[config.mk]
export PLATFORM = sky130hd
export DESIGN_NAME = dssfl_top
export DESIGN_NICKNAME = d
export VERILOG_FILES = /design/src/common/dssfl_pkg.sv /design/src/rtl/dssfl_top.sv
export VERILOG_INCLUDE_DIRS = /design/src /design/src/common
export SDC_FILE = /design/constraint.sdc
export NUM_CORES = 1
export LEC_CHECK = 0
export ABC_AREA = 1
export BUFFER_PORTS_ARGS = -buffer_cell sky130_fd_sc_hd__buf_2
export CAP_MARGIN = 20
export CORE_ASPECT_RATIO = 1.5
export CORE_UTILIZATION = 40
export CTS_CLUSTER_SIZE = 16
export DETAILED_ROUTE_END_ITERATION = 10
export PLACE_DENSITY = 0.67
export SLEW_MARGIN = 20
export SYNTH_ARGS = -nofsm -noshare
export SYNTH_HDL_FRONTEND = slang
export SYNTH_SLANG_ARGS = --single-unit
[constraint.sdc]
create_clock -name sys_clk -period 3.5 [get_ports sys_clk]
set_input_delay 0.525 -clock sys_clk [delete_from_list [all_inputs] [get_ports sys_clk]]
set_output_delay 0.525 -clock sys_clk [all_outputs]
set_load 0.005 [all_outputs]
[src/common/dssfl_defines.svh]
/*
 defines for the drive start-sync and fast-link block: bus-type codes,
 fast-link framing and the version-code fast-support bit.
 assumes inclusion by bare name.
*/
`ifndef DSSFL_DEFINES_SVH
`define DSSFL_DEFINES_SVH
`define DSSFL_BUS_SERIAL 4'h2
`define DSSFL_BUS_FAST 4'h3
`define DSSFL_BUS_PAR 4'h4
`define DSSFL_BUS_FAST_PAR 4'h5
`define DSSFL_BITS 4'h8
`define DSSFL_VER_FAST_BIT 7
`endif

[src/common/dssfl_pkg.sv]
/*
 types for the drive start-sync and fast-link block.
 assumes the defines header is compiled alongside.
*/
package dssfl_pkg;
  typedef enum logic [2:0] {
    DSSFL_IDLE,
    DSSFL_WAIT_LOW,
    DSSFL_WAIT_HIGH,
    DSSFL_DONE
  } dssfl_sync_t;
endpackage

[src/rtl/dssfl_top.sv]
/*
 drive-side start handshake on clk/dat and the fast synchronous serial link
 (srq clock, data line) with byte send and receive re-arming.
 assumes open-drain bus lines resolved outside; bus inputs are asynchronous.
*/
// Operation
// RL1: host allows variable start latency
// RL2: drive pulls clk low, releases dat
// RL3: wait dat low, release clk, wait high
// RL4: host pulses dat low after clk low
// RL5: start signal given on clk only
// RL6: host ignores early dat low
// RL7: host accepts bus-type supersets
// RL8: version code separate from bus type
// RL9: fast support shown in version number; code passes VERSION_CODE through, bit 7 not set from bus type
// RL10: test fast link with one byte
// RL11: receiver stays bit aligned with sender
// RL12: send re-arms receiver for eight bits
// RL13: receive enable always reinitialises receiver
// RL14: enable once, sends re-arm automatically
// RL15: host assumes nothing of os routines
// RL16: handshake waits forever, no timeout
`timescale 1ns/1ps
`include "dssfl_defines.svh"
module dssfl_top #(
  parameter logic [7:0] VERSION_CODE = 8'h81,
  parameter logic [3:0] BUS_TYPE = `DSSFL_BUS_FAST,
  parameter int HALF_BIT = 4
) (
  // clock and reset
  input wire logic sys_clk,
  input wire logic reset_n,
  // program operations
  input wire logic clk_low_dat_release_op,
  input wire logic wait_dat_low_op,
  input wire logic clk_release_op,
  input wire logic wait_dat_high_op,
  input wire logic fast_link_send_byte,
  input wire logic [7:0] send_data,
  input wire logic fast_link_receive_enable,
  output logic op_busy,
  output logic sync_done,
  // identity
  output logic [7:0] version_code,
  output logic [3:0] bus_type,
  // serial bus lines
  input wire logic clk_in,
  output logic clk_out,
  output logic clk_oe,
  input wire logic dat_in,
  output logic dat_out,
  output logic dat_oe,
  input wire logic srq_in,
  output logic srq_out,
  output logic srq_oe,
  // fast link receive
  output logic [7:0] rx_data,
  output logic rx_valid,
  output logic rx_armed
);
  logic [1:0] clk_s_ff, dat_s_ff, srq_s_ff;
  logic srq_prev_ff;
  logic clk_drive_ff, dat_drive_ff;
  dssfl_pkg::dssfl_sync_t state_ff;
  logic [3:0] tx_cnt_ff, rx_cnt_ff;
  logic [7:0] tx_sh_ff, rx_sh_ff, rx_data_ff;
  logic [7:0] half_ff;
  logic tx_clk_ff, tx_act_ff, rx_valid_ff, rx_arm_ff;
  logic dat_s, clk_s, srq_s, srq_rise, rx_init;

  // two-stage synchronisers
  always_ff @(posedge sys_clk or negedge reset_n) begin
    if (!reset_n) begin
      clk_s_ff <= 2'h3;
      dat_s_ff <= 2'h3;
      srq_s_ff <= 2'h3;
      srq_prev_ff <= 1'b1;
    end else begin
      clk_s_ff <= {clk_s_ff[0], clk_in};
      dat_s_ff <= {dat_s_ff[0], dat_in};
      srq_s_ff <= {srq_s_ff[0], srq_in};
      srq_prev_ff <= srq_s_ff[1];
    end
  end
  assign clk_s = clk_s_ff[1];
  assign dat_s = dat_s_ff[1];
  assign srq_s = srq_s_ff[1];
  assign srq_rise = srq_s & ~srq_prev_ff;

  // start handshake
  always_ff @(posedge sys_clk or negedge reset_n) begin
    if (!reset_n) begin
      state_ff <= dssfl_pkg::DSSFL_IDLE;
      clk_drive_ff <= 1'b0;
      dat_drive_ff <= 1'b0;
    end else begin
      case (state_ff)
        dssfl_pkg::DSSFL_IDLE: begin
          // RL2: clk low dat released
          // RL5: signal on clk
          if (clk_low_dat_release_op) begin
            clk_drive_ff <= 1'b1;
            dat_drive_ff <= 1'b0;
          end
          if (wait_dat_low_op) begin
            state_ff <= dssfl_pkg::DSSFL_WAIT_LOW;
          end else if (clk_release_op) begin
            clk_drive_ff <= 1'b0;
          end else if (wait_dat_high_op) begin
            state_ff <= dssfl_pkg::DSSFL_WAIT_HIGH;
          end
        end
        // RL3: wait dat low
        // RL16: no timeout here
        dssfl_pkg::DSSFL_WAIT_LOW: begin
          if (!dat_s) begin
            state_ff <= dssfl_pkg::DSSFL_IDLE;
          end
        end
        // RL3: wait dat high
        dssfl_pkg::DSSFL_WAIT_HIGH: begin
          if (dat_s) begin
            state_ff <= dssfl_pkg::DSSFL_DONE;
          end
        end
        dssfl_pkg::DSSFL_DONE: begin
          state_ff <= dssfl_pkg::DSSFL_IDLE;
        end
        default: begin
          state_ff <= dssfl_pkg::DSSFL_IDLE;
        end
      endcase
    end
  end

  // fast link transmitter: msb first, srq driven low for the first half of each bit
  always_ff @(posedge sys_clk or negedge reset_n) begin
    if (!reset_n) begin
      tx_act_ff <= 1'b0;
      tx_cnt_ff <= 4'h0;
      tx_sh_ff <= 8'h00;
      tx_clk_ff <= 1'b1;
      half_ff <= 8'h00;
    end else if (fast_link_send_byte && !tx_act_ff) begin
      // RL10: single test byte send
      tx_act_ff <= 1'b1;
      tx_cnt_ff <= `DSSFL_BITS;
      tx_sh_ff <= send_data;
      tx_clk_ff <= 1'b0;
      half_ff <= 8'h00;
    end else if (tx_act_ff) begin
      if (half_ff == 8'(HALF_BIT - 1)) begin
        half_ff <= 8'h00;
        tx_clk_ff <= ~tx_clk_ff;
        // RL11: data moves only as srq is pulled low
        if (tx_clk_ff) begin
          tx_sh_ff <= {tx_sh_ff[6:0], 1'b0};
          tx_cnt_ff <= 4'(tx_cnt_ff - 4'h1);
          if (tx_cnt_ff == 4'h1) begin
            tx_act_ff <= 1'b0;
          end
        end
      end else begin
        half_ff <= 8'(half_ff + 8'h01);
      end
    end
  end

  // RL12: send re-arms receiver
  // RL13: enable always reinitialises
  assign rx_init = fast_link_receive_enable | (fast_link_send_byte & ~tx_act_ff);

  // fast link receiver, sampled on rising srq
  always_ff @(posedge sys_clk or negedge reset_n) begin
    if (!reset_n) begin
      rx_arm_ff <= 1'b0;
      rx_cnt_ff <= 4'h0;
      rx_sh_ff <= 8'h00;
      rx_data_ff <= 8'h00;
      rx_valid_ff <= 1'b0;
    end else begin
      rx_valid_ff <= 1'b0;
      if (rx_init) begin
        rx_arm_ff <= 1'b1;
        rx_cnt_ff <= 4'h0;
        rx_sh_ff <= 8'h00;
      end else if (rx_arm_ff && !tx_act_ff && srq_rise) begin
        // RL11: bits land in order
        rx_sh_ff <= {rx_sh_ff[6:0], dat_s};
        if (rx_cnt_ff == 4'(`DSSFL_BITS - 4'h1)) begin
          // RL14: stays armed for next byte
          rx_cnt_ff <= 4'h0;
          rx_data_ff <= {rx_sh_ff[6:0], dat_s};
          rx_valid_ff <= 1'b1;
        end else begin
          rx_cnt_ff <= 4'(rx_cnt_ff + 4'h1);
        end
      end
    end
  end

  assign op_busy = (state_ff == dssfl_pkg::DSSFL_WAIT_LOW) |
                   (state_ff == dssfl_pkg::DSSFL_WAIT_HIGH) | tx_act_ff;
  assign sync_done = (state_ff == dssfl_pkg::DSSFL_DONE);
  // RL8: version independent of bus type
  // RL9: version is VERSION_CODE as given, fast bit not derived from bus type
  assign version_code = VERSION_CODE;
  assign bus_type = BUS_TYPE;
  assign clk_out = 1'b0;
  assign clk_oe = clk_drive_ff;
  assign dat_out = tx_act_ff ? tx_sh_ff[7] : 1'b0;
  assign dat_oe = dat_drive_ff | (tx_act_ff & ~tx_sh_ff[7]);
  assign srq_out = 1'b0;
  assign srq_oe = tx_act_ff & ~tx_clk_ff;
  assign rx_data = rx_data_ff;
  assign rx_valid = rx_valid_ff;
  assign rx_armed = rx_arm_ff;
endmodule

; ---- Word-level counts from Yosys, hierarchy flattened
; Cells that the tools add are included.
[word_totals]
in_bits = 19
regBits = 52
elab_cells = 90
[op_classes]
muxes = 37
add_sub_neg = 3
reduce_logical = 13
n_eq_ne = 10
bitwise_logic = 12
[ops]
columns = cell, n
row1 = 8-bit 2-to-1 mux, 7
row2 = 4-bit 2-to-1 mux, 7
row3 = 1-bit 2-to-1 mux, 15
row4 = 3-bit 2-to-1 mux, 5
row5 = 7-bit 2-to-1 mux, 2
row6 = 3-bit case mux with 3 select lines, 1
row7 = "8-bit by 1-bit adder with 8-bit output, second input constant", 1
row8 = "8-bit by 2-bit == test with 1-bit output, second input constant", 1
row9 = 2-bit nonzero test, 4
row10 = "3-bit by 2-bit == test with 1-bit output, second input constant", 2
row11 = "3-bit inequality test, second input constant", 2
row12 = 3-bit AND reduction, 2
row13 = 1-bit inverter, 5
row14 = "4-bit by 1-bit adder with 4-bit output, second input constant", 1
row15 = 1-bit AND, 4
row16 = "4-bit by 1-bit == test with 1-bit output, second input constant", 1
row17 = "4-bit by 3-bit == test with 1-bit output, second input constant", 1
row18 = "2-bit inequality test, second input constant", 2
row19 = 4-bit AND reduction, 1
row20 = "4-bit by 1-bit subtractor with 4-bit output, second input constant", 1
row21 = "3-bit by 1-bit == test with 1-bit output, second input constant", 1
row22 = 1-bit logical AND, 3
row23 = 3-bit logical NOT, 1
row24 = 1-bit bitwise OR, 3
row25 = 2 further kinds, 2

; ---- Depth between registers and ports, before layout
; Gate-level depths: netlist of the first run.
[logic_depth]
depth_word = 6
depth_mapped = 9
mapped_depth_nobuf = 8

; ---- Least setup slack after synthesis of the first run
; OpenSTA, ideal clock, no wires.
[synth_timing]
path_type = reg2out
startpoint = reg state_ff[0]
endpoint = out op_busy
stages_incl_launch_ff = 4
path_slack_ns = 2.006
arrival_ns = 0.969
required_ns = 2.975
cell_sequence = dfrtp_1 -> inv_1 -> ha_1 -> or2_2
[synth_between]
elab_chain_len = 3
elab_cells_between_ends = 4
classes_between = 2 x eq/ne / 2 x bitwise
[synth_lines]
columns = element, line
row1 = start: declaration, dssfl_top.sv:64  ; dssfl_pkg::dssfl_sync_t state_ff;
row2 = start signal: assignment, dssfl_top.sv:93  ; state_ff <= dssfl_pkg::DSSFL_IDLE;
row3 = start signal: assignment, dssfl_top.sv:106  ; state_ff <= dssfl_pkg::DSSFL_WAIT_LOW;
row4 = start signal: assignment, dssfl_top.sv:110  ; state_ff <= dssfl_pkg::DSSFL_WAIT_HIGH;
row5 = 3-bit by 1-bit == test with 1-bit output or 3-bit by 2-bit == test with 1-bit output (tied branches), "dssfl_top.sv:202, dssfl_top.sv:203"
row6 = 1-bit bitwise OR (*), dssfl_top.sv:202  ; assign op_busy = (state_ff == dssfl_pkg::DSSFL_WAIT_LOW) |
row7 = 1-bit bitwise OR (*), dssfl_top.sv:203  ; (state_ff == dssfl_pkg::DSSFL_WAIT_HIGH) | tx_act_ff;
row8 = end: declaration, dssfl_top.sv:41  ; output logic op_busy,
; Every way passes the cells marked *; elsewhere a longest branch is shown, timed or not.

; ---- Worst setup path in the final report of the first run
; Ends and elaborated chain as after synthesis.

==> summary.txt, run 1 <==
Outcome
  • Status: complete, no violations

CTS
  • Clk_lat worst skew: ~0.30 ns
  • CTS Hold Bufs: 0
  • Max clock buf depth: 2
  • CTS HTree Levels: 2
  • Post-CTS resize count: 0
  • CTS Sinks: 51
  • Clock transition at path regs: 0.10 ns
  • Clk root buf: clkbuf_8
  • # Post-CTS Setup Buffers: 0
  • Num CTS Buffers: 5
  • CTS tree: built

Critical path
  • Critical Path Start Type: flip-flop
  • CP Class: flip-flop to primary output
  • Req. time, crit path: roughly 3 ns
  • CP Max Fanout: 4
  • Arr. time, crit path: ~1.5 ns
  • CP Capture Type: primary output

Logic synthesis
  • Yosys top cell area share: 0.439
  • Post-synthesis xor/xnor area fraction: 0.0205
  • Largest family of logic cells by synthesized area: simple AND/OR/NAND/NOR gates
  • Cell area after synthesis: 0.00256 mm2
  • #FFs+latches synth: 51
  • Complex-gate fraction of the synthesized area: 0.0845
  • Largest cells by area after synthesis: dfrtp_1, nand2_1, dfstp_2
  • Post-synth top area cell: dfrtp_1
  • Sequential cell area fraction in the yosys report: 0.501
  • Adder-cell share of the synthesized area: 0.0439
  • Post-synthesis mux area share: 0
  • Simple-gate share of the synthesized area: 0.233
  • Post-synthesis cell count: 295
  • Yosys cell types: 27
  • Synthesized area per cell: 8.69 um2
  • Yosys warns: 0

STA
  • Skew final: 0.00778 ns
  • Final setup TNS: 0 ns
  • Worst slew margin: 0.541
  • Fin. max-slew vios: 0
  • Fin crit share: 0.566
  • Min Hold Slack: 0.250 ns
  • F_max: 504 MHz
  • Final WS setup: 1.52 ns
  • Fin. Hold Viols: 0
  • Final min period: about 2.0 ns
  • Worst slew pin tran: between 0.6 and 0.7 ns
  • RSZ-0062 raised after global routing: false
  • Final setup fails: 0

Die
  • Die Wd: 67.4 um
  • DIE AREA: about 0.0067 mm2
  • FP Rows: 35
  • Core ar.: ~0.006 mm2
  • IO Count: 49
  • Die Ht: 100 um
  • Initial Utilization: 0.415

GRT
  • Via count of the first global-routing pass: 1801
  • Pin count of the biggest net entering global routing: 33
  • GRT Util Overall: 0.152
  • Initial antenna violation count: 0
  • GRT overflow: 0
  • First-pass GRT wire length: 7.86 mm

Finish
  • FILL cells: 599
  • Post-route insts no fill: 402
  • Seq. cell area: around 0.0013 mm2
  • Layout cell share with drive strength beyond 1: 0.213
  • Most common cell after layout, fill and taps aside: nand2_1
  • Synth-to-layout area growth: 9.67%
  • Ant. Diodes: 0
  • Fin nets: 355
  • Most frequent cells in the layout: nand2_1, dfrtp_1, buf_2
  • Area of the multi-input gates: 0.00103 mm2
  • Final core utilization: 0.455

Placed design
  • DP Cell Count: 394
  • Dpl ws: 1.51 ns
  • Final estimated routing congestion in global placement: 0.823
  • Post-DP HPWL: about 3.3 mm
  • IO Port Bufs: 33

Route
  • DR vias: 1858
  • Final wirelength: about 4.4 mm
  • DRC Markers: 0
  • Final ANT Viol Nets: 0
  • Iteration-0 DRC Markers: roughly 70
  • Avg WL per Cell: 10.9 um
  • First-pass iteration count of the detailed router: 4
  • Drt via density: 4.62

Power
  • Leak pwr: 1.51 nW
  • PwrDens: between 500 and 600 mW/mm2
  • Worst ir drop on vdd: between 0.2 and 0.3 mV

Hold path
  • Worst hold path type: primary input to async pin

Run
  • Maxcap violations: 0
[cell type report]
class | count | share of cell area
Multi-Input combinational cell | 200 | 0.367
Timing Repair Buffer | 34 | 0.0614
Tap cell | 74 | 0.0329
Clock buffer | 6 | 0.0294
Sequential cell | 51 | 0.457
Inverter | 35 | 0.0467
Clock inverter | 2 | 0.00579
[state kept, by name (all words and copies together), names as in the netlist]
name and count:
clk_oe 1, dat_s_ff 2, half_ff 8, rx_armed 1, rx_cnt_ff 4, rx_data 8, rx_sh_ff 7, rx_valid 1
srq_prev_ff 1, srq_s_ff 2, state_ff 2, tx_act_ff 1, tx_clk_ff 1, tx_cnt_ff 4, tx_sh_ff 8
[per-layer routing]
| metal | track usage | vias up | part of all wire |
|---|---|---|---|
| met4 | 0.0671 | 0 | 0.016 |
| li1 | - | 956 | - |
| met2 | 0.259 | 29 | 0.51 |
| met5 | 0 | - | 0 |
| met3 | 0.0227 | 7 | 0.029 |
| met1 | 0.186 | 866 | 0.45 |
[Yosys cell counts]
cell type,instances
nor2_4,1
buf_6,3
o21ai_2,8
o22ai_1,11
ha_1,9
a21oi_1,4
o21ai_1,1
xnor2_1,2
or2_1,1
buf_2,3
nand2_1,88
conb_1,2
inv_1,31
xor2_1,4
nand3_1,22
dfrtp_1,45
nand3_2,3
dfstp_2,6
nand2_2,2
nand2_4,2
nor2_1,15
o21ai_0,9
inv_2,4
buf_4,15
nor3_1,1
or2_2,2
a21o_1,1
[cells by family (layout without fill, tap and decap cells)]
logic type	count (synthesis)	after routing
xor gates and xnor gates	6	6
adders and majority gates	9	9
and+or+nand+nor	137	137
buffers and inverters	56	77
DFF	51	51
AOI/OAI and AO/OA	34	34
other	2	14
[worst paths after layout]
check | startpoint | end | slack [ns] | cells after the start
max in group asynchronous | reset_n | srq_s_ff[0] | 2.45 | 2
setup reg to reg | tx_act_ff | tx_sh_ff[2] | 1.53 | 7
hold reg to reg | srq_s_ff[0] | srq_s_ff[1] | 0.36 | 0
min in group sys_clk | srq_in | srq_s_ff[0] | 0.31 | 1
hold / removal | reset_n | rx_valid | 0.25 | 1
setup / recovery | state_ff[0] | op_busy | 1.52 | 4
[critical path: stages, from the launching register on]
cell,delay (ns)
dfrtp_1,0.41
inv_1,0.08
ha_1,0.28
or2_2,0.26
buf_2,0.13
[per-stage QoR]
step           instance area, um2  total power, mW
2_1_floorplan                2610             1.16
3_3_place_gp                 2710             1.25
3_5_place_dp                 2710             1.27
4_1_cts                      2810             1.63
5_1_grt                      2810             1.76
6_report                     2810             1.61
[report_power, final]
group / switching, mW / internal (mW)
Sequential: 0.0983 / 0.706
Clock: 0.197 / 0.162
Combinational: 0.266 / 0.181
(Power assumes the default switching activity.)
==> inputs of run 2 (changes only) <==
PLACE_DENSITY = 0.69   (was 0.67)
clock period = 1.7 ns   (was 3.5 ns; I/O delays follow)
==> run 2 against run 1 <==
Against the previous run:
- first-iteration DRC count increased by 13%
- largest cell class unchanged
- global-route usage increased by 0.36 points
- combinational power increased by 140%
- register-to-register slack got worse by 1.3 ns
- routed wire length increased by 2.0%
- highest routed layer unchanged
==> summary.txt, run 2 (synthesized netlist as in run 1, its figures left out) <==
GRT
  • GRT Util Overall: 0.156 (+0.00361)
  • GRT overflow: 0 (unchanged)
  • Initial antenna violation count: 0 (unchanged)
  • Via count of the first global-routing pass: 1883 (+4.6%)
  • First-pass GRT wire length: 8.18 mm (+4.0%)
  • Pin count of the biggest net entering global routing: 52 (+58%)

Placed design
  • Post-DP HPWL: 3.08 mm (-5.3%)
  • IO Port Bufs: 33 (unchanged)
  • Final estimated routing congestion in global placement: 0.792 (-3.8%)

Route
  • Final wirelength: 4.49 mm (+2.0%)
  • DRC Markers: 0 (unchanged)
  • Final ANT Viol Nets: 0 (unchanged)
  • Avg WL per Cell: 10.9 um (about the same)
  • First-pass iteration count of the detailed router: 6 (+2)
  • Drt via density: 4.71 (+1.9%)
  • Iteration-0 DRC Markers: 77 (+13%)
  • DR vias: 1931 (+3.9%)

CTS
  • CTS Sinks: 51 (unchanged)
  • Max clock buf depth: 2 (unchanged)
  • Clk_lat worst skew: 0.31 ns (about the same)
  • Clock transition at path regs: 0.10 ns (about the same)
  • CTS HTree Levels: 2 (unchanged)
  • Num CTS Buffers: 5 (unchanged)
  • CTS tree: built
  • Clk root buf: clkbuf_8

Power
  • Comb power frac: 0.306 (+0.028)
  • Leak pwr: 1.56 nW (+3.0%)
  • Switching fraction of total power: 0.361 (+0.0121)
  • Worst ir drop on vdd: 0.782 mV (+190%)
  • Part of the power in the clock network: 0.218 (-0.005)
  • Total power: 3.46 mW (+110%)
  • Pint: 2.21 mW (+110%)
  • PwrDens: 1190 mW/mm2 (+110%)
  • Sw power: 1.25 mW (+120%)
  • Reg power frac: 0.476 (-0.023)

Critical path
  • CP peak stage delay: 0.40 ns (about the same)
  • CP Capture Type: primary output
  • Critical Path Start Type: flip-flop
  • Arr. time, crit path: 1.39 ns (-0.07 ns)
  • CP Max Fanout: 2 (-2)
  • CP cell instances: inv_2, ha_4, or2_2, buf_2
  • Critical Path Slowest Stage Cell: dfrtp_1
  • CP Class: flip-flop to primary output
  • Req. time, crit path: 1.44 ns (-1.53 ns)

Die
  • FP Rows: 35 (unchanged)
  • IO Count: 49 (unchanged)
  • DIE AREA: 0.00674 mm2 (unchanged)
  • Initial Utilization: 0.415 (unchanged)
  • Die Ht: 100 um (unchanged)
  • Die Wd: 67.4 um (unchanged)
  • Core ar.: 0.00617 mm2 (unchanged)

STA
  • F_max: 608 MHz
  • Final setup TNS: 0 ns (unchanged)
  • Skew final: 0.00866 ns (+0.000880 ns)
  • Fin. max-slew vios: 0 (unchanged)
  • Final setup fails: 0 (unchanged)
  • Fin. Hold Viols: 0 (unchanged)
  • Final min period: 1.64 ns
  • RSZ-0062 raised after global routing: false
  • Fin crit share: 0.967

Finish
  • Layout cell share with drive strength beyond 1: 0.244 (+0.0306)
  • Most common cell after layout, fill and taps aside: nand2_1
  • Synth-to-layout area growth: 13.5%
  • Most frequent cells in the layout: nand2_1, dfrtp_1, buf_2
  • Ant. Diodes: 0 (unchanged)
  • Fin nets: 363 (+2.3%)

Hold path
  • Worst hold path type: primary input to flip-flop

Outcome
  • Status: complete, no violations

Run
  • Maxcap violations: 0 (unchanged)
run 2: cell count changes in the layout (fill, tap and decap cells not counted), moves of 2 or more:
cell,delta
buf_4,+6
ha_1,-2
inv_1,-2
inv_2,+2
run 2: stage by stage:
step / util / hold WS, ns / cells / instance area [um2] / setup slack (ns)
final: 0.471 / 0.0315 / 410 / 2910 / 0.0566
after global routing: 0.471 / 0.0242 / 410 / 2910 / 0.00691
after detailed placement: 0.447 / 0.271 / 399 / 2760 / 0.180
after floorplan: - / -0.0406 / 307 / 2610 / 0.330
after global placement: 0.447 / 0.265 / 399 / 2760 / 0.211
after CTS: 0.467 / 0.0268 / 410 / 2880 / 0.0256
run 2: power by group through the flow:
| stage | logic (mW) | registers, mW | clock network [mW] |
|---|---|---|---|
| after global routing | 1.25 | 1.68 | 0.809 |
| after CTS | 1.02 | 1.64 | 0.776 |
| after detailed placement | 0.968 | 1.68 | 0 |
| after global placement | 0.936 | 1.67 | 0 |
| final | 1.06 | 1.65 | 0.754 |
| after floorplan | 0.754 | 1.63 | 0 |
run 2: path summary, 6_finish.rpt:
kind	startpoint	end	slack [ns]	cells after the start
setup / recovery	state_ff[0]	op_busy	0.06	4
hold / removal	dat_in	dat_s_ff[0]	0.03	1
setup reg to reg	half_ff[0]	tx_clk_ff	0.24	8
hold reg to reg	srq_s_ff[0]	srq_s_ff[1]	0.36	0
max in group asynchronous	reset_n	tx_clk_ff	0.94	3
min in group asynchronous	reset_n	rx_valid	0.45	3
run 2: final cells by class:
type,count,area (um2)
fill,594,3270
sequential,51,1280
multi-input combinational,200,1060
timing repair buffer,42,248
inverter,35,131
tap,74,92.6
clock buffer,5,68.8
clock inverter,3,28.8
run 2: metal layers:
layer / track usage / vias to the layer above / share of wire
met4: 0.0606 / 0 / 0.017
met5: 0 / - / 0
met2: 0.262 / 42 / 0.50
li1: - / 976 / -
met3: 0.0261 / 6 / 0.042
met1: 0.195 / 907 / 0.44
run 2: critical path, delay by kind of cell, from the launching register on:
family	cells	cell delay, ns
flops	1	0.40
simple gates	1	0.27
buf+inv	2	0.22
fa+ha+maj	1	0.20
run 2: timing repair:
| action | in CTS | in global routing |
|---|---|---|
| setup endpoints to repair | 1 | 13 |
| buffers inserted | 2 | 0 |
| gates resized for setup | 0 | 6 |
| pin swaps | 0 | 0 |
| hold endpoints to repair | 45 | 0 |
| hold buffers | 1 | 0 |
==> inputs of run 3 (changes only) <==
clock period = 1.45 ns   (was 1.7 ns; I/O delays follow)
==> run 3 against run 2 <==
Against the previous run:
- the flow now finishes with violations (negative setup slack)
- worst setup slack worse by 0.14 ns
- via count up 2.6%
- count of clock-buffer cells in the layout is the same
- cell count up 4.1%
- sequential power increased by 15%
- critical path depth unchanged
- final area rose by 5.7%
- largest cell class unchanged
- highest routed layer unchanged
==> summary.txt, run 3 (synthesized netlist as in run 1, its figures left out) <==
Placed design
  • DP Cell Count: 411 (+3.0%)
  • Placed Instance Area: 0.00285 mm2 (+3.3%)
  • Dpl ws: -0.00912 ns (-0.189 ns)
  • Final estimated routing congestion in global placement: 0.753 (-4.9%)
  • Post-DP HPWL: 3.16 mm (+2.5%)
  • IO Port Bufs: 33 (unchanged)

Critical path
  • CP Class: flip-flop to primary output
  • CP Capture Type: primary output
  • Arr. time, crit path: 1.31 ns (-0.08 ns)
  • Reg2reg start: state_ff[0]
  • Critical Path Start Type: flip-flop
  • CP Max Fanout: 2 (unchanged)
  • Worst R2R End: state_ff[1]
  • Req. time, crit path: 1.23 ns (-0.21 ns)
  • R2R depth: 7 (-1)
  • Worst R2R Setup Slack: 0.10 ns (-0.14 ns)

Hold path
  • Worst hold path type: primary input to flip-flop
  • Min-delay src: send_data[0]
  • Cell count of the worst hold path: 3 (+2)
  • Worst Hold Endpoint: tx_sh_ff[0]

Finish
  • Post-route insts no fill: 427 (+4.1%)
  • Design area: 0.00308 mm2 (+5.7%)
  • Most frequent cells in the layout: nand2_1, dfrtp_1, buf_2
  • Most common cell after layout, fill and taps aside: nand2_1
  • Fin nets: 380 (+4.7%)
  • Layout cell share with drive strength beyond 1: 0.278 (+0.0336)
  • Ant. Diodes: 0 (unchanged)
  • Final core utilization: 0.498 (+0.0269)
  • Synth-to-layout area growth: 20.0%

STA
  • F_max: 653 MHz
  • Final setup TNS: -0.102 ns (-0.102 ns)
  • Final min period: 1.53 ns
  • Skew final: 0.00925 ns (+0.000597 ns)
  • RSZ-0062 raised after global routing: true
  • Fin. Hold Viols: 0 (unchanged)
  • Fin crit share: 1.06
  • Fin. max-slew vios: 0 (unchanged)
  • Min Hold Slack: 0.114 ns (+0.0822 ns)
  • Final setup fails: 2 (+2)
  • Final WS setup: -0.0810 ns (-0.138 ns)

Route
  • DRC Markers: 0 (unchanged)
  • Final wirelength: 4.43 mm (-1.2%)
  • Iteration-0 DRC Markers: 59 (-23%)
  • Avg WL per Cell: 10.4 um (-5.1%)
  • First-pass iteration count of the detailed router: 4 (-2)
  • Final ANT Viol Nets: 0 (unchanged)
  • DR vias: 1981 (+2.6%)
  • Drt via density: 4.64 (-1.5%)

CTS
  • CTS Sinks: 51 (unchanged)
  • CTS tree: built
  • Num CTS Buffers: 5 (unchanged)
  • Clk_lat worst skew: 0.31 ns (about the same)
  • Clock transition at path regs: 0.10 ns (about the same)
  • CTS HTree Levels: 2 (unchanged)
  • Max clock buf depth: 2 (unchanged)
  • Clk root buf: clkbuf_8

Die
  • DIE AREA: 0.00674 mm2 (unchanged)
  • Core ar.: 0.00617 mm2 (unchanged)
  • FP Rows: 35 (unchanged)
  • IO Count: 49 (unchanged)
  • Die Ht: 100 um (unchanged)
  • Initial Utilization: 0.415 (unchanged)
  • Die Wd: 67.4 um (unchanged)

GRT
  • First-pass GRT wire length: 8.11 mm (-0.84%)
  • Initial antenna violation count: 0 (unchanged)
  • Via count of the first global-routing pass: 1880 (-0.16%)
  • GRT overflow: 0 (unchanged)
  • Pin count of the biggest net entering global routing: 52 (unchanged)
  • GRT Util Overall: 0.155 (-0.000542)

Power
  • PwrDens: 1390 mW/mm2 (+17%)
  • Worst ir drop on vdd: 0.727 mV (-7.1%)
  • Leak pwr: 1.63 nW (+4.7%)
  • Total power: 4.28 mW (+24%)

Outcome
  • Violated checks: negative setup slack
  • Status: complete, but fails checks

Run
  • Maxcap violations: 0 (unchanged)
[run 3: cell type report]
class,count,area (um2)
clock buffer,5,68.8
clock inverter,3,26.3
fill,579,3100
inverter,35,131
multi-input combinational,200,1080
sequential,51,1280
tap,74,92.6
timing repair buffer,59,390
[run 3: worst max-delay path by stage]
stage / startpoint / endpoint / cells after the start
6_report: state_ff[1] / op_busy / 4
3_3_place_gp: half_ff[0] / tx_sh_ff[0] / 8
5_1_grt: state_ff[0] / op_busy / 4
3_5_place_dp: half_ff[0] / tx_sh_ff[0] / 8
2_1_floorplan: half_ff[0] / tx_cnt_ff[2] / 9
4_1_cts: state_ff[0] / op_busy / 4
[run 3: power breakdown]
part	switching (mW)	internal [mW]	leakage, nW	total (mW)
sequential	0.199	1.70	0.659	1.90
clock	0.509	0.356	0.0491	0.865
combinational	0.784	0.731	0.923	1.52
total	1.49	2.79	1.63	4.28
[run 3: worst max-delay path, stage by stage (launching register included)]
cell and delay, ns:
dfrtp_1 0.40, inv_2 0.08, ha_4 0.20, or2_4 0.22
buf_6 0.11
[run 3: timing repair]
| item | in CTS | in global routing |
|---|---|---|
| resized for setup | 6 | 7 |
| endpoints found under the hold margin | 47 | 0 |
| hold buffers | 3 | 0 |
| setup endpoints to repair | 4 | 24 |
| pin swaps | 0 | 5 |
| buffers inserted | 0 | 5 |
[run 3: metal layers]
layer	vias up	GRT usage	share of wire
met1	916	0.198	0.46
met5	-	0	0
met3	5	0.0307	0.037
met4	0	0.0573	0.014
met2	45	0.255	0.49
li1	1015	-	-
